<file path="config.mk">
export PLATFORM = sky130hd
export DESIGN_NAME = atos_top
export DESIGN_NICKNAME = d
export VERILOG_FILES = /design/src/atos_pkg.sv /design/src/atos_top.sv
export SDC_FILE = /design/constraint.sdc
export NUM_CORES = 1
export LEC_CHECK = 0
export BUFFER_PORTS_ARGS = -buffer_cell sky130_fd_sc_hd__buf_2
export CAP_MARGIN = 10
export CORE_ASPECT_RATIO = 0.7
export CORE_MARGIN = 2
export CORE_UTILIZATION = 40
export DETAILED_ROUTE_END_ITERATION = 8
export GPL_ROUTABILITY_DRIVEN = 0
export HOLD_SLACK_MARGIN = 0.03
export PLACE_DENSITY_LB_ADDON = 0.2
export SYNTH_ARGS = -nofsm -noshare
export SYNTH_HDL_FRONTEND = slang
export SYNTH_SLANG_ARGS = --single-unit
</file>
<file path="constraint.sdc">
create_clock -name i_sys_clk -period 1.8 [get_ports i_sys_clk]
set_clock_uncertainty 0.2 [all_clocks]
set_input_delay 0.18 -clock i_sys_clk [delete_from_list [all_inputs] [get_ports i_sys_clk]]
set_output_delay 0.18 -clock i_sys_clk [all_outputs]
set_load 0.05 [all_outputs]
</file>
<file path="src/atos_pkg.sv">
// Package for the auxiliary test output select block: register map, codes, resets.
// Assumes a 32-bit AHB-Lite register bus; offsets are indices, byte address is four times.
package atos_pkg;
  localparam int unsigned ADDR_W = 10;
  // Printed offsets are not word multiples, so they are register indices
  localparam logic [7:0] IDX_SRC_SEL   = 8'h38;
  localparam logic [7:0] IDX_LEVEL_ONE = 8'h39;
  localparam logic [7:0] IDX_LEVEL_TWO = 8'h3A;
  localparam logic [7:0] IDX_IQ_READ   = 8'h3B;
  localparam logic [7:0] IDX_FACT_A    = 8'h3C;
  localparam logic [7:0] IDX_FACT_B    = 8'h3D;
  localparam logic [7:0] IDX_FACT_C    = 8'h3E;
  localparam logic [7:0] IDX_FACT_D    = 8'h3F;
  localparam logic [7:0] IDX_OBS_SEL   = 8'h40;
  localparam logic [7:0] RST_SRC_SEL   = 8'h00;
  localparam logic [7:0] RST_FACT_A    = 8'hFF;
  localparam logic [7:0] RST_FACT_B    = 8'h00;
  localparam logic [7:0] RST_FACT_C    = 8'h03;
  localparam logic [7:0] RST_FACT_D    = 8'h00;
  localparam logic [5:0] RST_LEVEL     = 6'h00;
  localparam logic [2:0] RST_OBS_SEL   = 3'h0;
  localparam int unsigned SEL1_LSB = 4;
  localparam int unsigned SEL2_LSB = 0;
  localparam int unsigned IQ_I_LSB = 4;
  localparam logic [4:0] SRC_TRISTATE  = 5'h00;
  localparam logic [3:0] SRC_HIZ       = 4'h0;
  localparam logic [3:0] SRC_LEVEL     = 4'h1;
  localparam logic [3:0] SRC_CORR_ONE  = 4'h2;
  localparam logic [3:0] SRC_MIN_LEVEL = 4'h4;
  localparam logic [3:0] SRC_ADC_I     = 4'h5;
  localparam logic [3:0] SRC_ADC_Q     = 4'h6;
  localparam logic [3:0] SRC_PROD      = 4'h8;
  localparam logic [3:0] SRC_HIGH      = 4'hA;
  localparam logic [3:0] SRC_LOW       = 4'hB;
  localparam logic [3:0] SRC_TX_ACT    = 4'hC;
  localparam logic [3:0] SRC_RX_ACT    = 4'hD;
  localparam logic [3:0] SRC_SUBC      = 4'hE;
  localparam logic [3:0] SRC_TEST_BIT  = 4'hF;
  localparam logic [1:0] HTRANS_NONSEQ = 2'h2;
  localparam logic [1:0] HTRANS_SEQ    = 2'h3;
  localparam logic [1:0] HRESP_OKAY    = 2'h0;
  typedef enum logic [1:0] {
    ATOS_KIND_HIZ,
    ATOS_KIND_DIGITAL,
    ATOS_KIND_ANALOG
  } atos_kind_t;
endpackage

</file>
<file path="src/atos_top.sv">
// Auxiliary test output select: two observe pins, test levels, I/Q readback, factory slots.
// Assumes a single AHB-Lite master, synchronous inputs and the analogue cells outside.
//
// Function
// RQ1 - Source select register at 38h resets to zero; both pins high impedance.
// RQ2 - Bits 7:4 pick the first pin source; 0000 means high impedance.
// RQ3 - Code 0001 routes level one to first pin, level two to second.
// RQ4 - Code 0010 gives correlator signal, 0100 gives minimum level signal.
// RQ5 - Codes 0101 and 0110 give in-phase and quadrature samples.
// RQ6 - Codes 0011, 0111, 1001 do nothing; 1000 carries production test signal.
// RQ7 - Code 1010 drives high, 1011 drives low.
// RQ8 - Code 1100 drives the transmit activity flag.
// RQ9 - Code 1101 drives the receive activity flag.
// RQ10 - Code 1110 drives subcarrier detected flag; meaningless at 106 kBd.
// RQ11 - Code 1111 drives one test bus bit picked by a 3-bit select.
// RQ12 - Bits 3:0 pick the second pin source with the same table.
// RQ13 - Level one register holds six writable bits; upper bits reserved.
// RQ14 - Level two register holds six writable bits; upper bits reserved.
// RQ15 - Read-only I/Q readback: in-phase in 7:4, quadrature in 3:0.
// RQ16 - Four factory slots at top; first resets to all ones.
// RQ17 - Slot at 3Eh resets to 03h, the other two to zero.
// RQ18 - Writes to reserved bits or slots are ignored; reads return reset contents.
`timescale 1ns/1ps
module atos_top #(
  parameter int unsigned LEVEL_W = 6,
  parameter int unsigned SAMPLE_W = 4
) (
  input  wire logic                i_sys_clk,
  input  wire logic                i_rst,
  input  wire logic                hsel,
  input  wire logic [31:0]         haddr,
  input  wire logic [1:0]          htrans,
  input  wire logic                hwrite,
  input  wire logic [2:0]          hsize,
  input  wire logic [31:0]         hwdata,
  input  wire logic                hready,
  output logic      [31:0]         hrdata,
  output logic                     hreadyout,
  output logic      [1:0]          hresp,
  input  wire logic                i_correlator_one_signal,
  input  wire logic                i_minimum_level_signal,
  input  wire logic                i_production_test_signal,
  input  wire logic                i_transmit_activity_flag,
  input  wire logic                i_receive_activity_flag,
  input  wire logic                i_subcarrier_flag,
  input  wire logic [7:0]          i_test_bus,
  input  wire logic [SAMPLE_W-1:0] i_adc_i_sample,
  input  wire logic [SAMPLE_W-1:0] i_adc_q_sample,
  output logic                     o_first_observe_pin,
  output logic                     o_first_observe_pin_oe_n,
  output logic      [1:0]          o_first_observe_kind,
  output logic      [SAMPLE_W+LEVEL_W-1:0] o_first_analog_value,
  output logic                     o_second_observe_pin,
  output logic                     o_second_observe_pin_oe_n,
  output logic      [1:0]          o_second_observe_kind,
  output logic      [SAMPLE_W+LEVEL_W-1:0] o_second_analog_value,
  output logic      [LEVEL_W-1:0]  o_test_level_one_value,
  output logic      [LEVEL_W-1:0]  o_test_level_two_value
);
  localparam int unsigned AV_W = SAMPLE_W + LEVEL_W;

  logic [7:0]         src_sel_ff;
  logic [LEVEL_W-1:0] level_one_ff;
  logic [LEVEL_W-1:0] level_two_ff;
  logic [2:0]         obs_bit_sel_ff;
  logic               wr_pend_ff;
  logic [7:0]         wr_idx_ff;
  logic               rd_pend_ff;
  logic [7:0]         rd_idx_ff;
  logic [31:0]        hrdata_ff;
  logic               nxt_acc;
  logic [7:0]         acc_idx;
  logic               idx_ok;
  logic [7:0]         rd_byte;

  assign nxt_acc = hsel && hready && (htrans == atos_pkg::HTRANS_NONSEQ
                                      || htrans == atos_pkg::HTRANS_SEQ);
  // Upper address bits must be zero so aliases are not mapped
  assign acc_idx = haddr[9:2];
  assign idx_ok  = (haddr[31:10] == 22'h000000) && (haddr[1:0] == 2'h0);

  // Zero wait states; writes land at the end of the data phase
  assign hreadyout = 1'b1;
  assign hresp     = atos_pkg::HRESP_OKAY;
  assign hrdata    = hrdata_ff;

  always_ff @(posedge i_sys_clk) begin
    if (i_rst) begin
      wr_pend_ff <= 1'b0;
      wr_idx_ff  <= 8'h00;
      rd_pend_ff <= 1'b0;
      rd_idx_ff  <= 8'h00;
    end else begin
      wr_pend_ff <= nxt_acc && hwrite && idx_ok;
      rd_pend_ff <= nxt_acc && !hwrite && idx_ok;
      wr_idx_ff  <= acc_idx;
      rd_idx_ff  <= acc_idx;
    end
  end

  // Source select register
  always_ff @(posedge i_sys_clk) begin
    if (i_rst) begin
      src_sel_ff <= atos_pkg::RST_SRC_SEL; // [RQ1]
    end else if (wr_pend_ff && wr_idx_ff == atos_pkg::IDX_SRC_SEL) begin
      src_sel_ff <= hwdata[7:0];
    end
  end

  // Only the low six bits are storage; reserved bits never hold anything
  always_ff @(posedge i_sys_clk) begin
    if (i_rst) begin
      level_one_ff <= LEVEL_W'(atos_pkg::RST_LEVEL);
      level_two_ff <= LEVEL_W'(atos_pkg::RST_LEVEL);
    end else if (wr_pend_ff) begin
      if (wr_idx_ff == atos_pkg::IDX_LEVEL_ONE) begin
        level_one_ff <= hwdata[LEVEL_W-1:0]; // [RQ13] [RQ18]
      end
      if (wr_idx_ff == atos_pkg::IDX_LEVEL_TWO) begin
        level_two_ff <= hwdata[LEVEL_W-1:0]; // [RQ14] [RQ18]
      end
    end
  end

  always_ff @(posedge i_sys_clk) begin
    if (i_rst) begin
      obs_bit_sel_ff <= atos_pkg::RST_OBS_SEL;
    end else if (wr_pend_ff && wr_idx_ff == atos_pkg::IDX_OBS_SEL) begin
      obs_bit_sel_ff <= hwdata[2:0]; // [RQ11]
    end
  end

  // Read mux; factory slots are constants so writes cannot touch them
  always_comb begin
    unique case (acc_idx)
      atos_pkg::IDX_SRC_SEL:   rd_byte = src_sel_ff;
      atos_pkg::IDX_LEVEL_ONE: rd_byte = 8'(level_one_ff);
      atos_pkg::IDX_LEVEL_TWO: rd_byte = 8'(level_two_ff);
      atos_pkg::IDX_IQ_READ:   rd_byte = {i_adc_i_sample[3:0], i_adc_q_sample[3:0]}; // [RQ15]
      atos_pkg::IDX_FACT_A:    rd_byte = atos_pkg::RST_FACT_A; // [RQ16] [RQ18]
      atos_pkg::IDX_FACT_B:    rd_byte = atos_pkg::RST_FACT_B; // [RQ17] [RQ18]
      atos_pkg::IDX_FACT_C:    rd_byte = atos_pkg::RST_FACT_C; // [RQ17] [RQ18]
      atos_pkg::IDX_FACT_D:    rd_byte = atos_pkg::RST_FACT_D; // [RQ17] [RQ18]
      atos_pkg::IDX_OBS_SEL:   rd_byte = {5'h00, obs_bit_sel_ff};
      default:                 rd_byte = 8'h00;
    endcase
  end

  // Sampled at the address phase so data is stable during the data phase
  always_ff @(posedge i_sys_clk) begin
    if (i_rst) begin
      hrdata_ff <= 32'h00000000;
    end else if (nxt_acc && !hwrite) begin
      hrdata_ff <= idx_ok ? {24'h000000, rd_byte} : 32'h00000000;
    end
  end

  // Shared code table for both pins
  function automatic logic [AV_W+3:0] pick_source(
    input logic [3:0]         code,
    input logic [LEVEL_W-1:0] level
  );
    logic [1:0]      kind;
    logic            bit_v;
    logic [AV_W-1:0] av;
    kind  = atos_pkg::ATOS_KIND_DIGITAL;
    bit_v = 1'b0;
    av    = '0;
    unique case (code)
      atos_pkg::SRC_HIZ: kind = atos_pkg::ATOS_KIND_HIZ; // [RQ2]
      atos_pkg::SRC_LEVEL: begin
        kind = atos_pkg::ATOS_KIND_ANALOG; // [RQ3]
        av   = AV_W'(level);
      end
      atos_pkg::SRC_CORR_ONE: bit_v = i_correlator_one_signal; // [RQ4]
      atos_pkg::SRC_MIN_LEVEL: begin
        kind  = atos_pkg::ATOS_KIND_ANALOG; // [RQ4]
        bit_v = i_minimum_level_signal;
      end
      atos_pkg::SRC_ADC_I: begin
        kind = atos_pkg::ATOS_KIND_ANALOG; // [RQ5]
        av   = AV_W'(i_adc_i_sample);
      end
      atos_pkg::SRC_ADC_Q: begin
        kind = atos_pkg::ATOS_KIND_ANALOG; // [RQ5]
        av   = AV_W'(i_adc_q_sample);
      end
      atos_pkg::SRC_PROD: bit_v = i_production_test_signal; // [RQ6]
      atos_pkg::SRC_HIGH: bit_v = 1'b1; // [RQ7]
      atos_pkg::SRC_LOW: bit_v = 1'b0; // [RQ7]
      atos_pkg::SRC_TX_ACT: bit_v = i_transmit_activity_flag; // [RQ8]
      atos_pkg::SRC_RX_ACT: bit_v = i_receive_activity_flag; // [RQ9]
      atos_pkg::SRC_SUBC: bit_v = i_subcarrier_flag; // [RQ10]
      atos_pkg::SRC_TEST_BIT: bit_v = i_test_bus[obs_bit_sel_ff]; // [RQ11]
      // Reserved codes stay off the pin
      default: kind = atos_pkg::ATOS_KIND_HIZ; // [RQ6]
    endcase
    return {kind, bit_v, 1'b0, av};
  endfunction

  logic [AV_W+3:0] first_pick;
  logic [AV_W+3:0] second_pick;
  // A process, not an assign: the function reads the source inputs directly
  always_comb begin
    first_pick  = pick_source(src_sel_ff[atos_pkg::SEL1_LSB +: 4], level_one_ff); // [RQ2]
    second_pick = pick_source(src_sel_ff[atos_pkg::SEL2_LSB +: 4], level_two_ff); // [RQ12]
  end

  // Outputs registered so pins do not glitch while the selector changes
  always_ff @(posedge i_sys_clk) begin
    if (i_rst) begin
      o_first_observe_kind      <= atos_pkg::ATOS_KIND_HIZ;
      o_first_observe_pin       <= 1'b0;
      o_first_observe_pin_oe_n  <= 1'b1;
      o_first_analog_value      <= '0;
      o_second_observe_kind     <= atos_pkg::ATOS_KIND_HIZ;
      o_second_observe_pin      <= 1'b0;
      o_second_observe_pin_oe_n <= 1'b1;
      o_second_analog_value     <= '0;
    end else begin
      o_first_observe_kind      <= first_pick[AV_W+3:AV_W+2];
      o_first_observe_pin       <= first_pick[AV_W+1];
      o_first_observe_pin_oe_n  <= first_pick[AV_W+3:AV_W+2] != atos_pkg::ATOS_KIND_DIGITAL;
      o_first_analog_value      <= first_pick[AV_W-1:0];
      o_second_observe_kind     <= second_pick[AV_W+3:AV_W+2];
      o_second_observe_pin      <= second_pick[AV_W+1];
      o_second_observe_pin_oe_n <= second_pick[AV_W+3:AV_W+2] != atos_pkg::ATOS_KIND_DIGITAL;
      o_second_analog_value     <= second_pick[AV_W-1:0];
    end
  end

  assign o_test_level_one_value = level_one_ff;
  assign o_test_level_two_value = level_two_ff;
endmodule

</file>
==> results.sh <==
export IMPL_outcome="complete, no violations"
export IMPL_cp_max_fo=3
export IMPL_cts_root_buf="clkbuf_8"
export IMPL_grt_pass1_wl_mm=14.1
export IMPL_rows=26
export IMPL_vias_per_cell=4.98
export IMPL_cp_slowest_stage_delay_ns=0.54
export IMPL_antenna_found_initial=0
export IMPL_final_max_slew_viol_count=0
export IMPL_placed_area_um2=3660
export IMPL_finalHoldViolCount=0
export IMPL_yosysMostFrequentCell="dfxtp_1"
export IMPL_initialDrtViolationCount=180
export IMPL_grt_use_met2=0.326
export IMPL_drcViolationCount=0
export IMPL_setup_viol=0
export IMPL_wl_per_cell_um=14.8
export IMPL_place_inst=555
export IMPL_clkTransAtPathRegs_ns=0.07
export IMPL_cp_slowest_cell="mux4_2"
export IMPL_synth_avg_cell_area_um2=8.75
export IMPL_synth_ff_type="dfxtp_1"
export IMPL_ir_drop_mv=0.502
export IMPL_synth_top_area_share=0.393
export IMPL_finalCritPeriodShare=0.971
export IMPL_setup_ws_ns=0.0523
export IMPL_hp_class="in -> reg"
export IMPL_min_period_ns=1.75
export IMPL_cp_common_cell="a211oi_1"
export IMPL_critPathKind="reg -> reg"
export IMPL_async_flop_share=0
export IMPL_path_delay_family="multiplexers"
export IMPL_fin_tns_setup_ns=0
export IMPL_ys_top_cells_by_area="dfxtp_1 (39%), mux2i_1 (10%), buf_4 (8.6%)"
export IMPL_cts_buffer_depth=2
export IMPL_synth_area_leader_cell="dfxtp_1"
export IMPL_dieArea_um2=8360
export IMPL_overflow=0
export IMPL_grt_pass1_vias=2856
export IMPL_syn_inst=349
export IMPL_vias=2959
export IMPL_pre_cts_ws_ns=-0.0386
export IMPL_stdcell_count=594
export IMPL_synth_distinct_cells=40
export IMPL_numCtsBuffers=9
export IMPL_pwr_share_seq=0.435
export IMPL_crit_buf_inv=0
export IMPL_maxCapViolations=0
export IMPL_coreArea_um2=7350
export IMPL_die_y_um=77.1
export IMPL_worst_ep_arrival_time_ns=1.76
export IMPL_final_nets=587
export IMPL_ys_seq_area_frac=0.393
export IMPL_required_ns=1.81
export IMPL_intPower_uw=2280
export IMPL_synthTopCellsByCount="dfxtp_1 (60), nor2_1 (53), buf_4 (35)"
export IMPL_worstPathCellList="mux4_2 > mux2i_4 > nor3_1 > a211oi_1 > a211oi_1"
export IMPL_syn_area_um2=3060
export IMPL_ant_nets=0
export IMPL_initial_core_util=0.416
export IMPL_grt_max_degree=26
export IMPL_critPathLaunchType="flop"
export IMPL_cts_tree="yes"
export IMPL_grt_use_total=0.217
export IMPL_switching_share=0.261
export IMPL_insertion_delay_ns=0.34
export IMPL_power_density_nw_per_um2=740
export IMPL_rsz0062_at_grt="true"
export IMPL_layout_drive_gt1_share=0.347
export IMPL_ys_ff_latch=60
export IMPL_met1_usage=0.299
export IMPL_clock_sinks=60
export IMPL_p_clk_frac=0.434
export IMPL_pin_count=171
export IMPL_syn2layout_area_growth_pct=36.4
export IMPL_p_comb_frac=0.130
export IMPL_diodes=0
export IMPL_portBuffers=107
export IMPL_h_tree_depth=3
export IMPL_power_switching_uw=804
export IMPL_synth_edf_count=0
export IMPL_firstDrtPassIters=4
export IMPL_dpl_hpwl_mm=6.68
export IMPL_yosys_warnings=0
export IMPL_clock_fmax_ghz=0.572
export IMPL_routed_wl_mm=8.82
export IMPL_total_leakage_power_uw=0.00186
export IMPL_final_area_um2=4170
export IMPL_use_met3=0.0595
export IMPL_die_w_um=108
export IMPL_cp_end_kind="flop"
export IMPL_top_usage_layer="met2"
## worst paths after layout
path | start | end | slack, ns | depth (start not counted)
max | obs_bit_sel_ff[1]$_SDFFE_PP0P_ | o_second_observe_pin$_SDFF_PP0_ | 0.05 | 5
min | i_rst | o_test_level_one_value[4]$_SDFFE_PP0P_ | 0.07 | 2
max reg2reg | obs_bit_sel_ff[1]$_SDFFE_PP0P_ | o_second_observe_pin$_SDFF_PP0_ | 0.05 | 5
min reg2reg | hrdata[5]$_SDFFE_PP0P_ | hrdata[5]$_SDFFE_PP0P_ | 0.26 | 2
## registers in the layout (all words and copies together), names as in the netlist
register / count
o_second_observe_kind: 2
o_second_analog_value: 6
wr_idx_ff: 8
hrdata: 8
wr_pend_ff: 1
o_test_level_one_value: 6
o_second_observe_pin_oe_n: 1
o_first_observe_pin_oe_n: 1
o_second_observe_pin: 1
o_test_level_two_value: 6
obs_bit_sel_ff: 3
o_first_observe_kind: 2
o_first_analog_value: 6
o_first_observe_pin: 1
src_sel_ff: 8
## layout make-up
class / count / area [um^2]
clock inverters: 4 / 72.6
clock buffers: 12 / 145
multi-input cells: 262 / 1670
fillers: 716 / 3190
flip-flops and latches: 60 / 1200
inverters: 6 / 22.5
well taps: 98 / 123
repair buffers: 152 / 933
## layout by cell type (no fill, tap or decap), types with 4 or more instances in the layout
cell,instances
a211oi_1,5
a21oi_1,16
a22oi_1,6
and3_1,7
buf_2,105
buf_4,24
clkbuf_8,10
conb_1,35
dfxtp_1,59
dlygate4sd3_1,22
inv_1,6
mux2_2,9
mux2i_1,30
mux4_2,4
nand2_1,15
nand3_1,10
nor2_1,51
nor2b_1,11
nor3_1,5
nor4_1,4
o21ai_0,12
o21ai_1,4
## power by group through the flow
stage	combinational, uW	sequential [uW]	clock [uW]
CTS	387	1340	1360
global route	426	1340	1420
global placement	347	1370	0
finish	401	1340	1340
detailed placement	351	1370	0
floorplan	295	1370	0
## worst register-to-register path, delay by kind of cell, from the launching register on
kind,cells,cell delay (ns)
mux,2,0.73
flops,1,0.36
compound gates,2,0.26
simple gates,1,0.08
## cell families after synthesis
| logic type | synth area share |
|---|---|
| other cells | 0.00246 |
| mux | 0.164 |
| simple gates | 0.222 |
| flops | 0.393 |
| compound gates | 0.0999 |
| buf+inv | 0.118 |
## stage by stage
step	total power (uW)	hold slack, ns	utilization
floorplan	1670	0.108	-
global placement	1720	0.221	0.498
detailed placement	1720	0.231	0.498
CTS	3090	0.0419	0.559
global route	3190	0.0830	0.567
finish	3080	0.0692	0.567
## per-layer routing
layer  vias up  part of all wire
met5         -                 0
met4         0             0.013
met3        12             0.085
met2       122              0.44
met1      1389              0.46
li1       1436                 -
## what timing repair did
| item | 4_1_cts | 5_1_grt |
|---|---|---|
| buffers inserted | 0 | 1 |
| endpoints found under the hold margin | 44 | 0 |
| gates resized for setup | 2 | 13 |
| hold buffers | 22 | 0 |
| setup endpoints to repair | 1 | 27 |
| pin swaps | 0 | 2 |
(Power assumes the default switching activity.)
